===== src/core/cpu_pkg.sv =====
// Constants shared by the compare and modulation unit.
// Assumes one core clock; offsets index an 8-bit register port.
package cpu_pkg;

    // ==========================================================
    // Register indices
    localparam logic [3:0] CPU_IDX_CONTROL   = 4'h0;
    localparam logic [3:0] CPU_IDX_DUTY_LOW  = 4'h1;
    localparam logic [3:0] CPU_IDX_ACT_DUTY  = 4'h2;
    localparam logic [3:0] CPU_IDX_PERIOD    = 4'h3;
    localparam logic [3:0] CPU_IDX_TMR_CTRL  = 4'h4;
    localparam logic [3:0] CPU_IDX_TIMER     = 4'h5;
    localparam logic [3:0] CPU_IDX_ALT_A     = 4'h6;
    localparam logic [3:0] CPU_IDX_ALT_B     = 4'h7;
    localparam logic [3:0] CPU_IDX_PIN_DIR   = 4'h8;
    localparam logic [3:0] CPU_IDX_STATUS    = 4'h9;
    localparam logic [3:0] CPU_IDX_MASK      = 4'hA;

    // ==========================================================
    // Field positions
    localparam int CPU_ENH_HI      = 7;
    localparam int CPU_ENH_LO      = 6;
    localparam int CPU_DLSB_HI     = 5;
    localparam int CPU_DLSB_LO     = 4;
    localparam int CPU_MODE_HI     = 3;
    localparam int CPU_TMR_ON_BIT  = 2;
    localparam int CPU_ST_MATCH    = 0;
    localparam int CPU_ST_PERIOD   = 1;

    // ==========================================================
    // Reset values and field masks
    localparam logic [7:0] CPU_RST_ZERO    = 8'h00;
    localparam logic [7:0] CPU_RST_PERIOD  = 8'hFF;
    localparam logic [7:0] CPU_RST_PIN_DIR = 8'h01;
    localparam logic [7:0] CPU_ENH_MASK    = 8'hC0;
    localparam logic [7:0] CPU_TMR_CTRL_M  = 8'h07;
    localparam logic [7:0] CPU_BIT0_M      = 8'h01;
    localparam logic [7:0] CPU_STATUS_M    = 8'h03;

    // ==========================================================
    // Prescale codes and the last prescaler count of each timer step
    localparam logic [1:0] CPU_PRE_1       = 2'h0;
    localparam logic [1:0] CPU_PRE_4       = 2'h1;
    localparam logic [5:0] CPU_LAST_PRE_1  = 6'h03;
    localparam logic [5:0] CPU_LAST_PRE_4  = 6'h0F;
    localparam logic [5:0] CPU_LAST_PRE_16 = 6'h3F;

    // ==========================================================
    // Mode codes
    typedef enum logic [3:0] {
        CPU_M_OFF    = 4'h0,
        CPU_M_TOGGLE = 4'h2,
        CPU_M_SET    = 4'h8,
        CPU_M_CLEAR  = 4'h9,
        CPU_M_SWINT  = 4'hA,
        CPU_M_SPEVT  = 4'hB
    } cpu_mode_e;

endpackage : cpu_pkg


===== src/core/cpu_unit.sv =====
// One compare / modulation unit; instantiate four times.
// Assumes the 16-bit compare timer value arrives from logic on core_clk,
// as do the sleep request; the pins are resolved by the port logic.
//
// The register addresses and strobed register access were decided locally.
`timescale 1ns/1ps

module cpu_unit
    import cpu_pkg::*;
#(
    parameter bit ENHANCED  = 1'b1,
    parameter bit ALT_IN_B  = 1'b0,
    parameter int ALT_BIT   = 0
) (
    input  wire logic        core_clk,
    input  wire logic        resetn,
    input  wire logic [3:0]  reg_addr,
    input  wire logic [7:0]  reg_wdata,
    input  wire logic        reg_wr,
    input  wire logic        reg_rd,
    output logic      [7:0]  reg_rdata,
    input  wire logic [15:0] cmp_timer,
    input  wire logic        sleep_req,
    output logic             pin_a_out,
    output logic             pin_a_oe,
    output logic             pin_b_out,
    output logic             pin_b_oe,
    output logic             pin_owned,
    output logic             cmp_timer_reset,
    output logic             conv_trigger,
    output logic             irq
);

    // ==========================================================
    // Registers
    logic [7:0]  unit_control_reg_q;
    logic [7:0]  duty_low_byte_q;
    logic [7:0]  active_duty_byte_q;
    logic [1:0]  active_duty_lsb_q;
    logic [7:0]  period_register_q;
    logic [7:0]  timer_control_reg_q;
    logic [7:0]  period_timer_q;
    logic [5:0]  presc_q;
    logic [7:0]  alt_pin_select_a_q;
    logic [7:0]  alt_pin_select_b_q;
    logic [7:0]  pin_dir_q;
    logic [1:0]  status_q;
    logic [1:0]  mask_q;
    logic        cmp_latch_q;
    logic        pwm_q;
    logic        match_seen_q;

    logic [3:0]  mode;
    logic        pwm_mode;
    logic        cmp_mode;
    logic        tmr_on;
    logic        pwm_level;
    logic [5:0]  presc_last;
    logic        tmr_step;
    logic        period_hit;
    logic [1:0]  tb_low;
    logic [9:0]  time_base;
    logic        cmp_eq;
    logic        cmp_event;
    logic        drive_pin;
    logic        alt_sel;
    logic [1:0]  status_set;

    function automatic logic wr_at(input logic [3:0] idx);
        wr_at = reg_wr && (reg_addr == idx);
    endfunction : wr_at

    assign mode     = unit_control_reg_q[CPU_MODE_HI:0];
    assign pwm_mode = (mode[3:2] == 2'h3);
    assign cmp_mode = (mode[3] || mode == CPU_M_TOGGLE) && !pwm_mode;
    assign tmr_on   = timer_control_reg_q[CPU_TMR_ON_BIT];

    // ==========================================================
    // Control and data registers
    // reset defaults
    always_ff @(posedge core_clk or negedge resetn) begin
        if (!resetn) begin
            unit_control_reg_q  <= CPU_RST_ZERO;
            duty_low_byte_q     <= CPU_RST_ZERO;
            period_register_q   <= CPU_RST_PERIOD;
            timer_control_reg_q <= CPU_RST_ZERO;
            alt_pin_select_a_q  <= CPU_RST_ZERO;
            alt_pin_select_b_q  <= CPU_RST_ZERO;
            pin_dir_q           <= CPU_RST_PIN_DIR;
            mask_q              <= 2'h0;
        end else begin
            if (wr_at(CPU_IDX_CONTROL)) begin
                unit_control_reg_q <= ENHANCED ? reg_wdata
                                    : (reg_wdata & ~CPU_ENH_MASK);
            end
            if (wr_at(CPU_IDX_DUTY_LOW)) begin
                duty_low_byte_q <= reg_wdata;
            end
            if (wr_at(CPU_IDX_PERIOD)) begin
                period_register_q <= reg_wdata;
            end
            if (wr_at(CPU_IDX_TMR_CTRL)) begin
                timer_control_reg_q <= reg_wdata & CPU_TMR_CTRL_M;
            end
            if (wr_at(CPU_IDX_ALT_A)) begin
                alt_pin_select_a_q <= reg_wdata & CPU_BIT0_M;
            end
            if (wr_at(CPU_IDX_ALT_B)) begin
                alt_pin_select_b_q <= reg_wdata & CPU_BIT0_M;
            end
            if (wr_at(CPU_IDX_PIN_DIR)) begin
                pin_dir_q <= reg_wdata & CPU_BIT0_M;
            end
            if (wr_at(CPU_IDX_MASK)) begin
                mask_q <= reg_wdata[1:0];
            end
        end
    end

    // ==========================================================
    // Period timer and prescaler
    // prescale from timer control
    always_comb begin
        case (timer_control_reg_q[1:0])
            CPU_PRE_1: begin
                presc_last = CPU_LAST_PRE_1;
                tb_low     = presc_q[1:0];
            end
            CPU_PRE_4: begin
                presc_last = CPU_LAST_PRE_4;
                tb_low     = presc_q[3:2];
            end
            default: begin
                presc_last = CPU_LAST_PRE_16;
                tb_low     = presc_q[5:4];
            end
        endcase
    end

    // The timer freezes in sleep, so it resumes from where it stopped
    assign tmr_step   = tmr_on && !sleep_req && (presc_q == presc_last);
    assign period_hit = (period_timer_q == period_register_q);
    assign time_base  = {period_timer_q, tb_low};

    always_ff @(posedge core_clk or negedge resetn) begin
        if (!resetn) begin
            presc_q <= 6'h00;
        end else if (!tmr_on || wr_at(CPU_IDX_TMR_CTRL)) begin
            presc_q <= 6'h00;
        end else if (!sleep_req) begin
            presc_q <= tmr_step ? 6'h00 : presc_q + 6'h01;
        end
    end

    always_ff @(posedge core_clk or negedge resetn) begin
        if (!resetn) begin
            period_timer_q <= CPU_RST_ZERO;
        end else if (wr_at(CPU_IDX_TIMER)) begin
            period_timer_q <= reg_wdata;
        end else if (tmr_step) begin
            period_timer_q <= period_hit ? CPU_RST_ZERO
                                         : period_timer_q + 8'h01;
        end
    end

    // ==========================================================
    // Duty double buffer and waveform
    // duty loads at period match
    always_ff @(posedge core_clk or negedge resetn) begin
        if (!resetn) begin
            active_duty_byte_q <= CPU_RST_ZERO;
            active_duty_lsb_q  <= 2'h0;
        end else if (pwm_mode) begin
            if (tmr_step && period_hit) begin
                active_duty_byte_q <= duty_low_byte_q;
                active_duty_lsb_q  <=
                    unit_control_reg_q[CPU_DLSB_HI:CPU_DLSB_LO];
            end
        end else if (wr_at(CPU_IDX_ACT_DUTY)) begin
            // Read-only while modulating
            active_duty_byte_q <= reg_wdata;
        end
    end

    always_ff @(posedge core_clk or negedge resetn) begin
        if (!resetn) begin
            pwm_q <= 1'b0;
        end else if (!pwm_mode) begin
            pwm_q <= 1'b0;
        end else if (tmr_step && period_hit) begin
            pwm_q <= ({duty_low_byte_q,
                       unit_control_reg_q[CPU_DLSB_HI:CPU_DLSB_LO]}
                      != 10'h000);
        end else if (!sleep_req &&
                     time_base == {active_duty_byte_q,
                                   active_duty_lsb_q}) begin
            pwm_q <= 1'b0;
        end
    end

    // Low from the first clock of the match, so the width is duty times the prescale in clocks
    assign pwm_level = pwm_q && (time_base !=
                                 {active_duty_byte_q, active_duty_lsb_q});

    // ==========================================================
    // Compare path
    assign cmp_eq = (cmp_timer == {active_duty_byte_q, duty_low_byte_q});
    assign cmp_event = cmp_mode && cmp_eq && !match_seen_q && !sleep_req;

    // One event per match, not one per cycle the timer sits on it
    always_ff @(posedge core_clk or negedge resetn) begin
        if (!resetn) begin
            match_seen_q <= 1'b0;
        end else if (!sleep_req) begin
            match_seen_q <= cmp_mode && cmp_eq;
        end
    end

    always_ff @(posedge core_clk or negedge resetn) begin
        if (!resetn) begin
            cmp_latch_q <= 1'b0;
        end else if (mode == CPU_M_OFF) begin
            cmp_latch_q <= 1'b0;
        end else if (cmp_event) begin
            case (mode)
                CPU_M_TOGGLE: cmp_latch_q <= !cmp_latch_q;
                CPU_M_SET:    cmp_latch_q <= 1'b1;
                CPU_M_CLEAR:  cmp_latch_q <= 1'b0;
                default:      cmp_latch_q <= cmp_latch_q;
            endcase
        end
    end

    always_ff @(posedge core_clk or negedge resetn) begin
        if (!resetn) begin
            cmp_timer_reset <= 1'b0;
            conv_trigger    <= 1'b0;
        end else begin
            cmp_timer_reset <= cmp_event && (mode == CPU_M_SPEVT);
            conv_trigger    <= cmp_event && (mode == CPU_M_SPEVT);
        end
    end

    // ==========================================================
    // Pin control
    // zero control releases pin
    assign drive_pin = (mode != CPU_M_OFF) && (mode != CPU_M_SWINT)
                       && (mode != CPU_M_SPEVT);
    assign alt_sel = ALT_IN_B ? alt_pin_select_b_q[ALT_BIT]
                              : alt_pin_select_a_q[ALT_BIT];

    always_ff @(posedge core_clk or negedge resetn) begin
        if (!resetn) begin
            pin_a_out <= 1'b0;
            pin_a_oe  <= 1'b0;
            pin_b_out <= 1'b0;
            pin_b_oe  <= 1'b0;
            pin_owned <= 1'b0;
        end else begin
            pin_a_out <= !alt_sel && (pwm_mode ? pwm_level : cmp_latch_q);
            pin_b_out <= alt_sel && (pwm_mode ? pwm_level : cmp_latch_q);
            pin_a_oe  <= drive_pin && !alt_sel && !pin_dir_q[0];
            pin_b_oe  <= drive_pin && alt_sel && !pin_dir_q[0];
            pin_owned <= drive_pin;
        end
    end

    // ==========================================================
    // Status, mask and interrupt
    // flag on match
    assign status_set = {pwm_mode && tmr_step && period_hit, cmp_event};

    // A set arriving with the clearing read wins
    always_ff @(posedge core_clk or negedge resetn) begin
        if (!resetn) begin
            status_q <= 2'h0;
        end else begin
            status_q <= status_set
                      | ((reg_rd && reg_addr == CPU_IDX_STATUS)
                         ? 2'h0 : status_q);
        end
    end

    always_ff @(posedge core_clk or negedge resetn) begin
        if (!resetn) begin
            irq <= 1'b0;
        end else begin
            irq <= |(status_q & mask_q);
        end
    end

    // ==========================================================
    // Read port
    // unused bits read zero
    always_ff @(posedge core_clk or negedge resetn) begin
        if (!resetn) begin
            reg_rdata <= CPU_RST_ZERO;
        end else if (!reg_rd) begin
            reg_rdata <= CPU_RST_ZERO;
        end else begin
            case (reg_addr)
                CPU_IDX_CONTROL:  reg_rdata <= unit_control_reg_q;
                CPU_IDX_DUTY_LOW: reg_rdata <= duty_low_byte_q;
                CPU_IDX_ACT_DUTY: reg_rdata <= active_duty_byte_q;
                CPU_IDX_PERIOD:   reg_rdata <= period_register_q;
                CPU_IDX_TMR_CTRL: reg_rdata <= timer_control_reg_q;
                CPU_IDX_TIMER:    reg_rdata <= period_timer_q;
                CPU_IDX_ALT_A:    reg_rdata <= alt_pin_select_a_q;
                CPU_IDX_ALT_B:    reg_rdata <= alt_pin_select_b_q;
                CPU_IDX_PIN_DIR:  reg_rdata <= pin_dir_q;
                CPU_IDX_STATUS:   reg_rdata <= {6'h00, status_q};
                CPU_IDX_MASK:     reg_rdata <= {6'h00, mask_q};
                default:          reg_rdata <= CPU_RST_ZERO;
            endcase
        end
    end

endmodule : cpu_unit


===== config.mk =====
export PLATFORM = sky130hd
export DESIGN_NAME = cpu_unit
export DESIGN_NICKNAME = d
export VERILOG_FILES = /design/src/core/cpu_pkg.sv /design/src/core/cpu_unit.sv
export SDC_FILE = /design/constraint.sdc
export NUM_CORES = 1
export LEC_CHECK = 0
export ABC_AREA = 1
export BUFFER_PORTS_ARGS = -buffer_cell sky130_fd_sc_hd__buf_2
export CORE_UTILIZATION = 30
export DETAILED_ROUTE_END_ITERATION = 10
export GPL_ROUTABILITY_DRIVEN = 0
export PLACE_DENSITY = 0.55
export SLEW_MARGIN = 20
export SYNTH_ARGS = -nofsm -noshare
export SYNTH_HDL_FRONTEND = slang
export SYNTH_SLANG_ARGS = --single-unit

===== constraint.sdc =====
create_clock -name core_clk -period 2.6 [get_ports core_clk]
set_input_delay 0.26 -clock core_clk [delete_from_list [all_inputs] [get_ports core_clk]]
set_output_delay 0.26 -clock core_clk [all_outputs]
set_load 0.05 [all_outputs]

==> results.ini <==
[logic_synthesis]
synthMuxAreaShare = 0
synthTopCellsByArea = dfrtp_1, nand2_1, inv_1
synth_xor_area_frac = 0.0440
synth_fa_ha_area_frac = 0.00571
synthesis.area_mm2 = 0.00438
ys_seq_area_frac = 0.437
syn_area_per_cell_um2 = 7.49
synth_cell_types = 43
synth-simple-area-share = 0.266
ys_ff_latch = 76
yosys_warnings = 0
syn_nets = 620
synth_compound_gate_area_share = 0.149
synth_top_area_share = 0.383
syn-instance-count = 585
synth_top_cell_by_area = dfrtp_1
synth_top_family_by_area = simple AND/OR/NAND/NOR gates

[placed_design]
numPlacedInstances = 803
hpwlAfterDp_um = 9870
place.port_buffers = 48
dp_slack_ns = 0.732

[power]
netSwitchingFraction = 0.352
power_density_mw_per_mm2 = 719
p_sw_uw = 1270
combPwrFrac = 0.245
power.internal_uw = 2340
ir_drop_v = 0.000329
pwr-share-seq = 0.448
pwr-share-clk = 0.306
p_leak_uw = 0.00248

[clocking]
htreeDepth = 3
cts_resized = 0
clk_path_buf_depth = 2
cts_tree = yes
cts.sinks = 76
cts_hold_buf = 0
clkLatencyLatePin_ns = 0.34
cts-root-buf = clkbuf_16
clk_pin_slew_worst_paths_ns = 0.06
cts_buffers = 9
cts_setup_buffers = 0

[timing]
max_freq_ghz = 0.521
maxSlewViolCount = 0
hold_violations = 0
setup_viol = 0
period_share = 0.738
period_needed_ns = 1.92
worst_clock_skew_ns = 0.00907
grt_setup_unrepaired = false
setup_ws_ns = 0.681
tns_ns = 0
slew_headroom = 0.344
tightest_slew_ns = 0.983

[global_routing]
grt-ovfl-total = 0
grt_start_max_net_pins = 77
track_usage = 0.187
grt_pass1_wl_um = 20800
antenna_found_initial = 0
grt_pass1_vias = 3893

[run]
maxCapViolCount = 0

[floorplanning]
fp.dieW_um = 123
core-area_mm2 = 0.0140
io_pins = 49
die-area_mm2 = 0.0151
die-height_um = 123
initial_core_util = 0.312
placementRows = 43

[drt]
ant_nets = 0
dr.pass1.iters = 5
drc = 0
via_per_inst = 4.88
vias = 3994
finalWirelength_um = 12800
drtIter0Drc = 288
drt-wirelength-per-cell_um = 15.6

[final_layout]
layout-drive-gt1-share = 0.150
antenna_cells = 0
nNetsFinal = 669
fin_cells = 818
finalCoreUtilization = 0.358
syn2layout_area_growth_pct = 14.7

[worst_setup_path]
worstPathRequired_ns = 2.80
critPathKind = flip-flop to flip-flop
critPathLaunchType = flip-flop
crit_path_end_kind = flip-flop
cp_max_fo = 18
worst_ep_arrival_time_ns = 2.12

[outcome]
status = finished, final reports clean

[worst_hold_path]
hold_class = input pin to async pin

## power by group through the flow
stage                     Clock (uW)  Combinational (uW)  Sequential (uW)
final                           1110                 886             1620
after global routing            1180                1000             1650
after global placement             0                 865             1630
after CTS                       1120                 887             1620
after floorplan                    0                 604             1620
after detailed placement           0                 883             1630
## area by class of cell
cell class | instances | area (um2)
Fill cell | 1492 | 9020
Multi-Input combinational cell | 404 | 2040
Sequential cell | 76 | 1910
Inverter | 95 | 357
Clock buffer | 14 | 244
Timing Repair Buffer | 48 | 243
Tap cell | 180 | 225
Clock inverter | 1 | 5.00
## cells by family after synthesis
| family | after synthesis |
|---|---|
| compound gates | 115 |
| fa+ha+maj | 2 |
| simple gates | 265 |
| flops | 76 |
| buf+inv | 105 |
| xor+xnor | 22 |
## layer usage
layer / part of all wire / up-vias / global-route usage / wire length (um)
met1: 0.46 / 1884 / 0.244 / 5900
met5: 0 / - / 0 / 0
met3: 0.048 / 22 / 0.0488 / 620
met2: 0.47 / 111 / 0.301 / 6000
li1: - / 1977 / - / -
met4: 0.021 / 0 / 0.0579 / 268
## placed cells by master, fill, tap and decap left out, types with 2 or more instances in the layout
master	instances
nor2_1	44
o22ai_1	18
dfrtp_1	67
nor3_1	7
nand3b_1	2
dfstp_2	9
a211oi_1	2
inv_2	6
nor2_2	2
clkbuf_1	5
nand2_2	7
nor2_4	5
inv_1	88
ha_1	2
xor2_1	12
a31oi_1	3
o21ai_2	4
xnor2_1	10
nor4_1	4
nand2_1	160
nand4_1	8
o21ai_1	2
clkbuf_16	9
buf_2	47
nand3_2	2
a21oi_1	16
o21ai_0	62
nand3_1	21
o211ai_1	2
## final timing paths
path	startpoint	end	slack, ns	cells past startpoint
setup / recovery	unit_control_reg_q[3]	active_duty_byte_q[5]	0.68	4
hold reg to reg	alt_pin_select_a_q[0]	pin_a_out	0.49	1
hold / removal	resetn	match_seen_q	0.05	1
max in group asynchronous	resetn	reg_rdata[5]	1.88	1
min in group core_clk	reg_rd	reg_rdata[0]	0.16	3
setup reg to reg	unit_control_reg_q[3]	active_duty_byte_q[5]	0.68	4
## state kept, by name, summed over array words and instances (netlist names), 2 cells and up
register	cells
active_duty_byte_q	8
active_duty_lsb_q	2
duty_low_byte_q	8
mask_q	2
period_register_q	8
period_timer_q	8
presc_q	6
reg_rdata	8
status_q	2
timer_control_reg_q	3
unit_control_reg_q	8
## synthesized netlist by cell type
library cell	n
a211oi_1	2
a21boi_0	1
a21oi_1	16
a221oi_1	1
a31oi_1	3
a32o_1	1
and3_1	1
buf_2	1
buf_4	1
buf_6	2
buf_8	1
clkbuf_1	3
clkbuf_2	1
clkinv_1	1
dfrtp_1	67
dfstp_2	9
dlygate4sd1_1	1
ha_1	2
inv_1	88
inv_2	6
nand2_1	160
nand2_2	7
nand2_4	1
nand3_1	21
nand3_2	2
nand3_4	1
nand3b_1	2
nand4_1	8
nor2_1	44
nor2_2	2
nor2_4	5
nor3_1	7
nor4_1	4
o211ai_1	2
o21a_1	1
o21ai_0	62
o21ai_1	2
o21ai_2	4
o21ai_4	1
o22ai_1	18
o31ai_1	1
xnor2_1	10
xor2_1	12
## critical path: stages, from the launching register on
cell,delay [ns]
dfrtp_1,0.46
nand2_1,0.52
nand2_1,0.18
o21ai_4,0.46
o21ai_0,0.15
## stage by stage
stage          hold slack [ns]  cell area (um2)  total power, uW
3_5_place_dp             0.480             4770             2520
4_1_cts                  0.125             5020             3620
6_report                0.0517             5020             3610
5_1_grt                  0.155             5020             3830
3_3_place_gp             0.466             4770             2500
2_1_floorplan          -0.0356             4380             2220
No activity file was read; power rests on OpenSTA's default activity.
